$ cat src/rtl/gpio_defs.svh
//
// Purpose: Register offsets, field positions and reset values for the GPIO port
// Assumes: Included by bare name from design files
// Notes:   Definitions only
//
`ifndef GPIO_DEFS_SVH
`define GPIO_DEFS_SVH

`define REG_CH1_DATA      12'h000
`define REG_CH1_HIZ       12'h004
`define REG_CH2_DATA      12'h008
`define REG_CH2_HIZ       12'h00C
`define REG_GLOBAL_IRQ_EN 12'h11C
`define REG_IRQ_STATUS    12'h120
`define REG_IRQ_ENABLE    12'h128
`define ADDR_BITS         12
`define IRQ_GLOBAL_BIT    31
`define IRQ_CH1_BIT       0
`define IRQ_CH2_BIT       1
`define MAX_WIDTH         32
`define RESET_OUT_DEFAULT 32'h00000000
`define RESET_HIZ_DEFAULT 32'hFFFFFFFF

`endif

$ cat src/rtl/gpio_pkg.sv
//
// Purpose: Shared types for the GPIO port
// Assumes: Header gpio_defs.svh supplies the numbers
// Notes:   Types only
//
`include "gpio_defs.svh"

package gpio_pkg;

  typedef logic [31:0]             word_t;
  typedef logic [`ADDR_BITS-1:0]   addr_t;
  typedef logic [`MAX_WIDTH-1:0]   pins_t;

endpackage

$ cat src/rtl/gpio_chan_if.sv
//
// Purpose: Carries one channel's register state between the top and a channel
// Assumes: Single clock domain
// Notes:   Top drives write strobes, channel returns pin state
//
`timescale 1ns/100ps
`default_nettype none

interface gpio_chan_if;
  import gpio_pkg::*;

  logic  wr_data;
  logic  wr_hiz;
  word_t wdata;
  word_t rd_data;
  word_t rd_hiz;
  logic  edge_seen;

  modport ctrl
  (
    output wr_data,
    output wr_hiz,
    output wdata,
    input  rd_data,
    input  rd_hiz,
    input  edge_seen
  );

  modport chan
  (
    input  wr_data,
    input  wr_hiz,
    input  wdata,
    output rd_data,
    output rd_hiz,
    output edge_seen
  );

endinterface

`default_nettype wire

$ cat src/rtl/gpio_channel.sv
//
// Purpose: One GPIO channel: data and direction registers, input sync, change detect
// Assumes: pclk domain; pins_in is asynchronous
// Notes:   Unused channel is built with ENABLE = 0 and holds reset state
//
`timescale 1ns/100ps
`default_nettype none

`include "gpio_defs.svh"

module gpio_channel
#(
  parameter int                   WIDTH       = 32,
  parameter bit                   ENABLE      = 1'b1,
  parameter logic [`MAX_WIDTH-1:0] OUT_DEFAULT = `RESET_OUT_DEFAULT,
  parameter logic [`MAX_WIDTH-1:0] HIZ_DEFAULT = `RESET_HIZ_DEFAULT
)
(
  // Clock and reset
  input  wire logic             pclk,
  input  wire logic             presetn,
  // Register side
  gpio_chan_if.chan             regs,
  // Pins
  input  wire logic [WIDTH-1:0] pins_in,
  output var  logic [WIDTH-1:0] pins_out,
  output var  logic [WIDTH-1:0] pins_hiz
);
  import gpio_pkg::*;

  // Refuse widths the 32-bit register word cannot carry
  if (WIDTH < 1 || WIDTH > `MAX_WIDTH)
  begin
    $error("channel width must be 1 to 32");
  end

  typedef struct packed {
    logic [WIDTH-1:0] sync1;
    logic [WIDTH-1:0] sync2;
    logic [WIDTH-1:0] last;
    logic [WIDTH-1:0] out;
    logic [WIDTH-1:0] hiz;
    logic [1:0]       warm;
    logic             edge_seen;
  } chan_s;

  chan_s cur;
  chan_s next_cur;

  always_comb
  begin
    next_cur           = cur;
    next_cur.sync1     = pins_in;
    next_cur.sync2     = cur.sync1;
    next_cur.last      = cur.sync2;
    // Compare only synchronised samples; sync1 may be metastable
    // Hold off change detect until the chain holds real pin samples; else the
    // reset zeros look like an edge on every pin that idles high
    next_cur.warm      = (cur.warm == 2'h3) ? cur.warm : 2'(cur.warm + 2'h1);
    next_cur.edge_seen = ENABLE && (cur.warm == 2'h3) && (cur.sync2 != cur.last);
    if (ENABLE && regs.wr_data)
      next_cur.out = regs.wdata[WIDTH-1:0];
    if (ENABLE && regs.wr_hiz)
      next_cur.hiz = regs.wdata[WIDTH-1:0];
  end

  always_ff @(posedge pclk or negedge presetn)
  begin
    if (!presetn)
    begin
      cur.sync1     <= '0;
      cur.sync2     <= '0;
      cur.last      <= '0;
      cur.out       <= OUT_DEFAULT[WIDTH-1:0];
      cur.hiz       <= HIZ_DEFAULT[WIDTH-1:0];
      cur.warm      <= 2'h0;
      cur.edge_seen <= 1'b0;
    end
    else
      cur <= next_cur;
  end

  assign pins_out       = cur.out;
  assign pins_hiz       = cur.hiz;
  assign regs.edge_seen = cur.edge_seen;
  // Input bits read the pin, output bits read zero
  assign regs.rd_data   = ENABLE ? word_t'(cur.sync2 & cur.hiz) : '0;
  assign regs.rd_hiz    = ENABLE ? word_t'(cur.hiz) : '0;

endmodule

`default_nettype wire

$ cat src/rtl/gpio_port.sv
//
// Purpose: Dual channel GPIO port with APB register access and change interrupt
// Assumes: Single clock pclk; asynchronous pins synchronised inside channels
// Notes:   Unused registers read zero, writes to them are dropped
//
// What this block does
// - Host reaches all channel registers as 32-bit bus slave.
// - Interrupt output active high, level, held while pending, low from reset.
// - Channel 1 input pins sampled, width set by channel 1 parameter.
// - Channel 1 outputs driven, reset to configured default, normally zero.
// - Channel 1 per-bit high-impedance vector, reset default normally all ones.
// - Channel 2 inputs sampled at channel 2 width when second channel present.
// - Channel 2 outputs driven, reset to configured default, normally zero.
// - Channel 2 high-impedance vector, reset default normally all ones.
// - Output and direction reset values come from build-time parameters.
// - Set high-impedance bit means input, cleared bit means output.
// - With interrupts built in, any input transition flags channel event; channel 2 only when second channel present.
//
`timescale 1ns/100ps
`default_nettype none

`include "gpio_defs.svh"

module gpio_port
#(
  parameter int                    CH1_WIDTH       = 32,
  parameter int                    ch2_width_param = 32,
  parameter bit                    DUAL_CHANNEL    = 1'b0,
  parameter bit                    IRQ_ENABLE      = 1'b0,
  parameter logic [`MAX_WIDTH-1:0] CH1_OUT_DEFAULT = `RESET_OUT_DEFAULT,
  parameter logic [`MAX_WIDTH-1:0] CH1_HIZ_DEFAULT = `RESET_HIZ_DEFAULT,
  parameter logic [`MAX_WIDTH-1:0] CH2_OUT_DEFAULT = `RESET_OUT_DEFAULT,
  parameter logic [`MAX_WIDTH-1:0] CH2_HIZ_DEFAULT = `RESET_HIZ_DEFAULT
)
(
  // Clock and reset
  input  wire logic                       pclk,
  input  wire logic                       presetn,
  // APB slave
  input  wire logic                       psel,
  input  wire logic                       penable,
  input  wire logic                       pwrite,
  input  wire gpio_pkg::addr_t            paddr,
  input  wire gpio_pkg::word_t            pwdata,
  output var  gpio_pkg::word_t            prdata,
  output var  logic                       pready,
  output var  logic                       pslverr,
  // Interrupt
  output var  logic                       interrupt_request_out,
  // Channel 1 pins
  input  wire logic [CH1_WIDTH-1:0]       ch1_pins_in,
  output var  logic [CH1_WIDTH-1:0]       ch1_pins_out,
  output var  logic [CH1_WIDTH-1:0]       ch1_pins_hiz,
  // Channel 2 pins
  input  wire logic [ch2_width_param-1:0] ch2_pins_in,
  output var  logic [ch2_width_param-1:0] ch2_pins_out,
  output var  logic [ch2_width_param-1:0] ch2_pins_hiz
);
  import gpio_pkg::*;

  // Refuse widths the 32-bit register word cannot carry
  if (CH1_WIDTH < 1 || CH1_WIDTH > `MAX_WIDTH)
  begin
    $error("channel 1 width must be 1 to 32");
  end
  if (ch2_width_param < 1 || ch2_width_param > `MAX_WIDTH)
  begin
    $error("channel 2 width must be 1 to 32");
  end

  ////////////////////////////////////////////////////////////////////////////////

  typedef struct packed {
    word_t      rdata;
    logic       ready;
    logic       global_en;
    logic [1:0] irq_en;
    logic [1:0] irq_status;
    logic       irq;
  } top_s;

  top_s cur;
  top_s next_cur;

  gpio_chan_if ch1_bus ();
  gpio_chan_if ch2_bus ();

  ////////////////////////////////////////////////////////////////////////////////
  // Channels

  gpio_channel
  #(
    .WIDTH       (CH1_WIDTH),
    .ENABLE      (1'b1),
    .OUT_DEFAULT (CH1_OUT_DEFAULT),
    .HIZ_DEFAULT (CH1_HIZ_DEFAULT)
  )
  u_ch1
  (
    .pclk     (pclk),
    .presetn  (presetn),
    .regs     (ch1_bus.chan),
    .pins_in  (ch1_pins_in),
    .pins_out (ch1_pins_out),
    .pins_hiz (ch1_pins_hiz)
  );

  // Single channel build keeps channel 2 at its reset defaults
  gpio_channel
  #(
    .WIDTH       (ch2_width_param),
    .ENABLE      (DUAL_CHANNEL),
    .OUT_DEFAULT (CH2_OUT_DEFAULT),
    .HIZ_DEFAULT (CH2_HIZ_DEFAULT)
  )
  u_ch2
  (
    .pclk     (pclk),
    .presetn  (presetn),
    .regs     (ch2_bus.chan),
    .pins_in  (ch2_pins_in),
    .pins_out (ch2_pins_out),
    .pins_hiz (ch2_pins_hiz)
  );

  ////////////////////////////////////////////////////////////////////////////////
  // Bus decode

  logic  access;
  logic  wr;
  word_t rd_mux;

  // Answer one cycle after the access phase opens; ready clears it next cycle
  assign access = psel && penable && !cur.ready;
  assign wr     = access && pwrite;

  assign ch1_bus.wdata   = pwdata;
  assign ch2_bus.wdata   = pwdata;
  assign ch1_bus.wr_data = wr && (paddr == `REG_CH1_DATA);
  assign ch1_bus.wr_hiz  = wr && (paddr == `REG_CH1_HIZ);
  assign ch2_bus.wr_data = wr && (paddr == `REG_CH2_DATA);
  assign ch2_bus.wr_hiz  = wr && (paddr == `REG_CH2_HIZ);

  always_comb
  begin
    rd_mux = '0;
    if (paddr == `REG_CH1_DATA)
      rd_mux = ch1_bus.rd_data;
    else if (paddr == `REG_CH1_HIZ)
      rd_mux = ch1_bus.rd_hiz;
    else if (paddr == `REG_CH2_DATA)
      rd_mux = ch2_bus.rd_data;
    else if (paddr == `REG_CH2_HIZ)
      rd_mux = ch2_bus.rd_hiz;
    else if (IRQ_ENABLE && paddr == `REG_GLOBAL_IRQ_EN)
      rd_mux[`IRQ_GLOBAL_BIT] = cur.global_en;
    else if (IRQ_ENABLE && paddr == `REG_IRQ_STATUS)
      rd_mux[1:0] = cur.irq_status;
    else if (IRQ_ENABLE && paddr == `REG_IRQ_ENABLE)
      rd_mux[1:0] = cur.irq_en;
  end

  ////////////////////////////////////////////////////////////////////////////////
  // Registers and interrupt

  logic [1:0] events;
  logic [1:0] toggle;

  assign events = IRQ_ENABLE ? {ch2_bus.edge_seen, ch1_bus.edge_seen} : 2'h0;
  assign toggle = (wr && IRQ_ENABLE && paddr == `REG_IRQ_STATUS) ? pwdata[1:0] : 2'h0;

  always_comb
  begin
    next_cur       = cur;
    next_cur.ready = access;
    if (access && !pwrite)
      next_cur.rdata = rd_mux;
    if (wr && IRQ_ENABLE && paddr == `REG_GLOBAL_IRQ_EN)
      next_cur.global_en = pwdata[`IRQ_GLOBAL_BIT];
    if (wr && IRQ_ENABLE && paddr == `REG_IRQ_ENABLE)
      next_cur.irq_en = pwdata[1:0];
    // Toggle on write, but a new event always leaves its bit set
    next_cur.irq_status = (cur.irq_status ^ toggle) | events;
    next_cur.irq = cur.global_en && |(cur.irq_status & cur.irq_en);
  end

  always_ff @(posedge pclk or negedge presetn)
  begin
    if (!presetn)
      cur <= '0;
    else
      cur <= next_cur;
  end

  assign prdata                = cur.rdata;
  assign pready                = cur.ready;
  assign pslverr               = 1'b0;
  assign interrupt_request_out = cur.irq;

endmodule

`default_nettype wire

$ cat config.mk
export PLATFORM = sky130hd
export DESIGN_NAME = gpio_port
export DESIGN_NICKNAME = d
export VERILOG_FILES = /design/src/rtl/gpio_pkg.sv /design/src/rtl/gpio_chan_if.sv /design/src/rtl/gpio_channel.sv /design/src/rtl/gpio_port.sv
export VERILOG_INCLUDE_DIRS = /design/src /design/src/rtl
export SDC_FILE = /design/constraint.sdc
export NUM_CORES = 1
export LEC_CHECK = 0
export ABC_AREA = 1
export BUFFER_PORTS_ARGS = -buffer_cell sky130_fd_sc_hd__buf_2
export CAP_MARGIN = 40
export CORE_AREA = 10 10 200 202
export DETAILED_ROUTE_END_ITERATION = 10
export DIE_AREA = 0 0 210 212
export MAX_ROUTING_LAYER = met4
export PLACE_DENSITY_LB_ADDON = 0.3
export REMOVE_ABC_BUFFERS = 1
export SLEW_MARGIN = 20
export SYNTH_ARGS = -nofsm -noshare
export SYNTH_HDL_FRONTEND = slang
export SYNTH_HIERARCHICAL = 1
export SYNTH_SLANG_ARGS = --single-unit
$ cat constraint.sdc
create_clock -name pclk -period 4.7 [get_ports pclk]
set_input_delay 0.47 -clock pclk [delete_from_list [all_inputs] [get_ports pclk]]
set_output_delay 0.47 -clock pclk [all_outputs]
set_load 0.02 [all_outputs]
Yosys cells after proc, flatten, opt, wreduce, memory -nomap -nowiden. Cells that the tools add are included.

Register bits: 161. Input bits: 113. Logic and storage cells: 19.

Equal/unequal tests: 1. Multiplexer cells: 2. Bitwise operators: 1. Reduce and logical (&&, ||, !) cells: 9.

Operator list (count): $mux 32 (2); $and 32x32->32 (1); $eq 12x3->1 const B (1); $logic_not 12->1 (1); $logic_and 1x1->1 (6); $logic_not 1->1 (2).

Logic depth before layout (Yosys ltp). Gate-level depths: netlist of the first run.

Depth after elaboration: 4. Mapped depth: 10. Mapped depth without buffers: 9.

By module. The synthesis of the first run kept the hierarchy.

By module, submodules not included: gpio_channel at u_ch1 (times used 1, cells an instance 570, area an instance 6576.3 µm², sequential area each 4119.0 µm²); gpio_port (times used 1, cells an instance 526, area an instance 3159.3 µm², sequential area each 825.8 µm²); gpio_channel at u_ch2 (times used 1, cells an instance 131, area an instance 975.9 µm², sequential area each 0.0 µm²).

Worst setup path after synthesis of the first run. No wires, ideal clock.

Path type: input -> register. Start: input port paddr[5]. End: register u_ch1.cur, in the netlist u_ch1/pins_out[1]. Arrival: 1801 ps. Required time: 4575 ps. Setup slack: 2774 ps. Cell stages on the path: 9. Cells stage by stage: nor2_1 > nand2_1 > nor2_4 > nand2_1 > buf_2 > nor2_1 > buf_6 > buf_6 > mux2_2.

Cells in the longest elaborated chain, start to end: 2.

RTL lines: from (decl) (line gpio_port.sv:43) `input wire gpio_pkg::addr_t paddr,`; $logic_not 12->1 (no line); $logic_and 1x1->1 (line gpio_port.sv:139) `` assign ch1_bus.wr_data = wr && (paddr == `REG_CH1_DATA); ``; named net ch1_bus.wr_data (line gpio_chan_if.sv:12) `logic wr_data;`; to (signal assigned) (line gpio_channel.sv:80) `cur <= next_cur;`; to (decl) (line gpio_channel.sv:47) `chan_s cur;`.

The timed path passes the listed nets, and every way through them passes these cells. A chain may end at the register's enable or synchronous reset.

Final worst setup path of the first run.
Start: input port paddr[3]. End: register u_ch1.cur, in the netlist u_ch1/pins_hiz[17].

Cells in the longest elaborated chain, start to end: 2.

RTL lines: $eq 12x3->1 (no line); $logic_and 1x1->1 (line gpio_port.sv:140) `` assign ch1_bus.wr_hiz = wr && (paddr == `REG_CH1_HIZ); ``; named net ch1_bus.wr_hiz (line gpio_chan_if.sv:13) `logic wr_hiz;`.

The timed path passes the listed nets, and every way through them passes these cells.

==> key figures, run 1 <==
Critical path
  • Crit. End Element: flip-flop
  • Worst setup endpoint: u_ch1/pins_hiz[17]$_DFFE_PN1P_
  • CP Class: primary input to flip-flop
  • R2R setup slack: 2.39 ns
  • Setup crit start kind: primary input
  • Critical-path maximum fanout: 34
  • Critical Path AT: 2.76 ns
  • Reg2reg start: pready$_DFF_PN0_
  • Slowest cell on crit path: inv_2
  • Critical path required time: 5.07 ns
  • Critical path origin: paddr[3]
  • Crit Reg-Reg Endpoint: u_ch1/pins_hiz[17]$_DFFE_PN1P_
  • Crit-path cells: buf_2 > inv_2 > nand4_1 > nor2_4 > buf_4 > mux2_2
  • Slowest cell delay on critical path: 0.57 ns
  • Worst R2R Path Depth: 5

Drt
  • Final wirelength: 22200 um
  • DR iter-0 viols: 346
  • Post-DR wirelength/cell: 14.3 um
  • Vias: 5924
  • Router iterations before antenna repair: 4
  • WL met3: 2090 um
  • DR WL met2: 9950 um
  • M1 wire length: 9910 um
  • Vias/cell: 3.81
  • Post-route ant nets: 0
  • DRC: 0
  • Max Used Layer: met4

Floorplanning
  • Die Ht: 212 um
  • Die W: 210 um
  • Core area: 36100 um2
  • I/O pin count: 276
  • Row cnt: 70
  • Initial Utilization: 25.3%
  • Die area: 44500 um2

STA
  • FMAX: 0.419 GHz
  • Tcrit/Tclk final: 50.8%
  • Worst slew pin tran: 0.775 ns
  • Worst Clk Skew: 0.0104 ns
  • Setup TNS: 0 ns
  • Hold slack: 0.00779 ns
  • Max Slew Vio Count: 0
  • Setup violators final: 0
  • Worst Slack Setup Final: 2.31 ns
  • Fin crit period: 2.39 ns
  • RSZ-0062 raised after global routing: no
  • Slew HR: 48.3%
  • Final Hold Violating Endpoints: 0

Clock tree
  • Cts hold-fix bufs: 0
  • TritonCTS buffer count: 17
  • H-tree Lvls: 4
  • Clk_lat worst skew: 0.45 ns
  • Num Clock Sinks: 161
  • Clk pin slew, worst setup/hold paths: 0.07 ns
  • Post-cts gate resize count: 0
  • CTS Buffer Depth: 2
  • Clock Root Buffer: clkbuf_16
  • CTS tree: built
  • Setup bufs post-CTS: 0

Synthesis
  • Mapped cell area: 9130 um2
  • Syn_area_per_cell: 9.02 um2
  • Number of synthesis warnings: 6
  • Synthesized instance count: 1012

Worst hold path
  • Worst hold-check path type: primary input to asynchronous set/reset pin

Placement
  • Buffers on Ports: 177
  • Pre-CTS WS: 1.66 ns
  • Cells after DPL: 1520
  • Final estimated routing congestion in global placement: 0.694
  • Post-DP HPWL: 15400 um

Global routing
  • Largest net degree at the start of global routing: 94
  • Antenna violations before repair: 1
  • First-pass GRT wire length: 35000 um
  • Vias in the first global route: 6154
  • Grt ovf: 0
  • GRT Total Usage: 10.4%

Flow run
  • Max Cap Viol: 0

Cells and area
  • Util after Layout: 27.3%
  • Area Overhead vs Synth: 7.85%
  • Final std cells w/o fill: 1554
  • Fin nets: 1185
  • Fraction of layout instances using a drive strength above 1: 28.9%

Power and ir drop
  • VDD IR max: 0.252 mV
  • P_leak: 5.56 nW
  • Power Density: 307 nW/um2

Run status
  • Outcome: complete, no violations
==> power breakdown <==
group	switching, mW	internal, mW	total [mW]
Clock	0.638	0.759	1.40
Sequential	0.00784	1.42	1.42
Combinational	0.158	0.0482	0.206
==> sequential cells by signal, summed over array words and instances (netlist names) <==
signal / flops
u_ch1/pins_hiz: 32
prdata: 32
pready: 1
u_ch1/pins_out: 32
u_ch1/cur: 64
==> through the flow <==
| step | power, mW | area (um2) |
|---|---|---|
| 3_5_place_dp | 1.66 | 9220 |
| 2_1_floorplan | 1.55 | 7570 |
| 6_report | 3.03 | 9840 |
| 3_3_place_gp | 1.65 | 9140 |
| 5_1_grt | 3.16 | 9840 |
| 4_1_cts | 3.08 | 9810 |
==> worst max-delay path, delay by kind of cell <==
kind                   cells  cell delay [ns]
AND/OR/NAND/NOR            2             0.72
multiplexers               1             0.38
buffers and inverters      3             1.16
==> cells in the final DEF (no fill, tap or decap), types with 4 or more instances in the layout <==
cell and instances:
mux2_1 18, inv_2 4, dfstp_2 32, a21oi_1 32, buf_4 7, conb_1 130, buf_16 4, o2111ai_1 32
inv_1 129, nand3_1 64, inv_6 4, buf_2 176, nor2_1 4, nor2_4 7, o21ai_1 29, mux2_2 46
nand2_1 196, clkbuf_16 17, dfrtp_1 129
==> metal layers <==
metal / up-vias / global-route usage, %
met5: - / -
met4: 0 / 3.47
met3: 23 / 4.27
met2: 195 / 15.8
met1: 2743 / 12.3
li1: 2963 / -
==> area by class of cell <==
| cell class | instances | area (um2) |
|---|---|---|
| sequential | 161 | 4070 |
| clock inverter | 14 | 151 |
| tap | 468 | 586 |
| timing repair buffer | 189 | 1070 |
| fill | 3887 | 26200 |
| clock buffer | 18 | 439 |
| multi-input combinational | 568 | 3020 |
| inverter | 135 | 507 |
| antenna | 1 | 2.50 |
==> worst min-delay path by stage <==
stage	depth (start not counted)	slack [ns]	end	start
3_3_place_gp	0	0.33	u_ch1/cur[103]$_DFF_PN0_	u_ch1/cur[135]$_DFF_PN0_
4_1_cts	1	0.02	u_ch1/pins_out[5]$_DFFE_PN0P_	presetn
3_5_place_dp	0	0.33	u_ch1/cur[104]$_DFF_PN0_	u_ch1/cur[136]$_DFF_PN0_
5_1_grt	1	0.06	u_ch1/pins_out[5]$_DFFE_PN0P_	presetn
2_1_floorplan	0	0.17	prdata[0]$_DFFE_PN0P_	presetn
6_report	1	0.008	u_ch1/pins_out[5]$_DFFE_PN0P_	presetn
Note: power is estimated with default switching activity, not from simulation.
==> run 2, diff against run 1 <==
--- a/config.mk
+++ b/config.mk
@@ -6,12 +6,12 @@
 export SDC_FILE = /design/constraint.sdc
 export NUM_CORES = 1
 export LEC_CHECK = 0
-export ABC_AREA = 1
+export ABC_AREA = 0
 export BUFFER_PORTS_ARGS = -buffer_cell sky130_fd_sc_hd__buf_2
 export CAP_MARGIN = 40
-export CORE_AREA = 10 10 200 202
+export CORE_AREA = 10 10 189 191
 export DETAILED_ROUTE_END_ITERATION = 10
-export DIE_AREA = 0 0 210 212
+export DIE_AREA = 0 0 199 201
 export MAX_ROUTING_LAYER = met4
 export PLACE_DENSITY_LB_ADDON = 0.3
 export REMOVE_ABC_BUFFERS = 1
==> constraint.sdc (replaced) <==
create_clock -name pclk -period 2.4 [get_ports pclk]
set_input_delay 0.24 -clock pclk [delete_from_list [all_inputs] [get_ports pclk]]
set_output_delay 0.24 -clock pclk [all_outputs]
set_load 0.02 [all_outputs]
==> key figures, run 2 <==
STA
  • Worst slew pin tran: 0.512 ns (-0.263 ns)
  • Tcrit/Tclk final: 78.4%
  • RSZ-0062 raised after global routing: no
  • Setup violators final: 0 (unchanged)
  • Slew HR: 65.9% (+18 points)
  • Worst Slack Setup Final: 0.518 ns (-1.80 ns)
  • Worst Clk Skew: 0.00793 ns (-0.00249 ns)
  • FMAX: 0.531 GHz
  • Max Slew Vio Count: 0 (unchanged)
  • Final Hold Violating Endpoints: 0 (unchanged)
  • Fin crit period: 1.88 ns

Global routing
  • Vias in the first global route: 4973 (-19%)
  • Antenna violations before repair: 1 (unchanged)
  • Grt ovf: 0 (unchanged)
  • GRT Total Usage: 10.3% (-0.089 points)
  • First-pass GRT wire length: 30200 um (-14%)
  • Largest net degree at the start of global routing: 76 (-19%)

Cells and area
  • Commonest cells after routing, fill and taps aside: 176 x buf_2, 130 x conb_1, 129 x dfrtp_1, 65 x nand2_1, 60 x mux2_2
  • Fillcell total: 3325 (-14%)
  • Area of the multi-input gates: 2720 um2 (-9.9%)
  • Util after Layout: 29.2% (+1.9 points)
  • Area Overhead vs Synth: 14.5%
  • FF+latch area: 4070 um2 (unchanged)
  • Max FFs per register: 64 (unchanged)
  • Fraction of layout instances using a drive strength above 1: 41.8% (+13 points)
  • Largest Register: u_ch1/cur
  • Fin nets: 922 (-22%)
  • Commonest non-fill, non-tap cell in the layout: buf_2

Synthesis
  • Number of synthesis warnings: 6 (unchanged)
  • Mapped cell area: 8170 um2 (-11%)
  • Synthesized instance count: 691 (-32%)
  • Syn_area_per_cell: 11.8 um2 (+31%)

Clock tree
  • TritonCTS buffer count: 17 (unchanged)
  • Post-cts gate resize count: 0 (unchanged)
  • Num Clock Sinks: 161 (unchanged)
  • Cts hold-fix bufs: 33 (+33)
  • CTS tree: built
  • Clk pin slew, worst setup/hold paths: 0.07 ns (about the same)
  • Clock Root Buffer: clkbuf_16
  • Clk_lat worst skew: 0.43 ns (-0.02 ns)
  • CTS Buffer Depth: 2 (unchanged)
  • Setup bufs post-CTS: 0 (unchanged)
  • H-tree Lvls: 4 (unchanged)

Placement
  • Pre-CTS WS: 0.0501 ns (-1.61 ns)
  • Final estimated routing congestion in global placement: 0.664 (-4.3%)
  • Buffers on Ports: 177 (unchanged)
  • Post-DP HPWL: 14400 um (-6.0%)

Floorplanning
  • Row cnt: 66 (-5.7%)
  • Die area: 40000 um2 (-10%)
  • Core area: 32000 um2 (-11%)
  • Initial Utilization: 25.5% (+0.19 points)
  • I/O pin count: 276 (unchanged)
  • Die Ht: 201 um (-5.2%)
  • Die W: 199 um (-5.2%)

Critical path
  • CP Class: primary input to flip-flop
  • Crit-path cells: buf_2 > or4_4 > nor3_1 > buf_4 > nand3_1 > nor3_2 > buf_4 > mux2_2
  • Crit. End Element: flip-flop
  • Setup crit start kind: primary input
  • Slowest cell on crit path: or4_4
  • Critical Path AT: 2.20 ns (-0.56 ns)
  • Critical-path maximum fanout: 16 (-53%)
  • Most numerous cell on the critical path: buf_4
  • Critical path required time: 2.72 ns (-2.35 ns)
  • Slowest cell delay on critical path: 0.55 ns (-0.02 ns)

Flow run
  • Max Cap Viol: 0 (unchanged)

Drt
  • Post-DR wirelength/cell: 15.9 um (+12%)
  • Router iterations before antenna repair: 4 (unchanged)
  • DRC: 0 (unchanged)
  • DR WL met2: 9740 um (-2.1%)
  • Post-route ant nets: 0 (unchanged)
  • M1 wire length: 8470 um (-14%)
  • Max Used Layer: met4
  • Vias/cell: 3.72 (-2.5%)
  • DR iter-0 viols: 120 (-65%)
  • Vias: 4575 (-23%)
  • Final wirelength: 19600 um (-12%)
  • WL met3: 1200 um (-42%)

Power and ir drop
  • VDD IR max: 0.466 mV (+84%)
  • Power Density: 634 nW/um2 (+110%)
  • P_leak: 4.80 nW (-14%)

Worst hold path
  • Worst hold-check path type: primary input to flip-flop

Run status
  • Outcome: complete, no violations
==> run 2: path summary, 6_finish.rpt <==
kind,endpoint,cells after the start,slack (ns),start
worst max-delay path,u_ch1/pins_out[18]$_DFFE_PN0P_,8,0.52,paddr[1]
worst min-delay path,u_ch1/pins_out[8]$_DFFE_PN0P_,2,0.05,pwdata[8]
worst max register to register,prdata[2]$_DFFE_PN0P_,5,0.60,pready$_DFF_PN0_
worst min register to register,u_ch1/cur[115]$_DFF_PN0_,0,0.35,u_ch1/cur[147]$_DFF_PN0_
max in group asynchronous,u_ch1/pins_hiz[26]$_DFFE_PN1P_,3,1.37,presetn
min in group asynchronous,u_ch1/pins_out[29]$_DFFE_PN0P_,2,0.27,presetn
==> run 2: metal layers <==
layer,global-route usage (%),vias to the layer above
met1,11.9,2221
met2,16.7,140
met4,3.41,0
met5,-,-
li1,-,2200
met3,2.97,14
==> run 2: per-stage QoR <==
stage / setup TNS [ns] / hold WS [ns] / total power [mW] / area [um2] / instances
3_5_place_dp: 0 / 0.163 / 3.20 / 8430 / 1165
5_1_grt: 0 / 0.0248 / 6.21 / 9350 / 1231
6_report: 0 / 0.0473 / 5.93 / 9350 / 1231
3_3_place_gp: 0 / 0.167 / 3.20 / 8400 / 1164
4_1_cts: 0 / 0.0118 / 6.07 / 9350 / 1230
2_1_floorplan: -89.42 / -0.0556 / 2.99 / 6750 / 562
==> run 2: critical path, delay by kind of cell <==
family	cells	cell delay (ns)
buffers and inverters	3	0.58
and+or+nand+nor	4	0.99
muxes	1	0.37
==> run 2: final cells by class <==
cell class	count	share of cell area [%]
flip-flops and latches	161	43.5
multi-input cells	401	29.1
repair buffers	228	15.7
well taps	408	5.46
clock buffers	18	4.70
clock inverters	14	1.55
diodes	1	0.0268
==> run 2: where the power goes <==
group          leakage [nW]  switching, mW  internal [mW]  total, mW
clock network         0.290           1.24           1.49       2.74
logic                  2.53          0.275          0.134      0.409
registers              1.98         0.0123           2.77       2.78
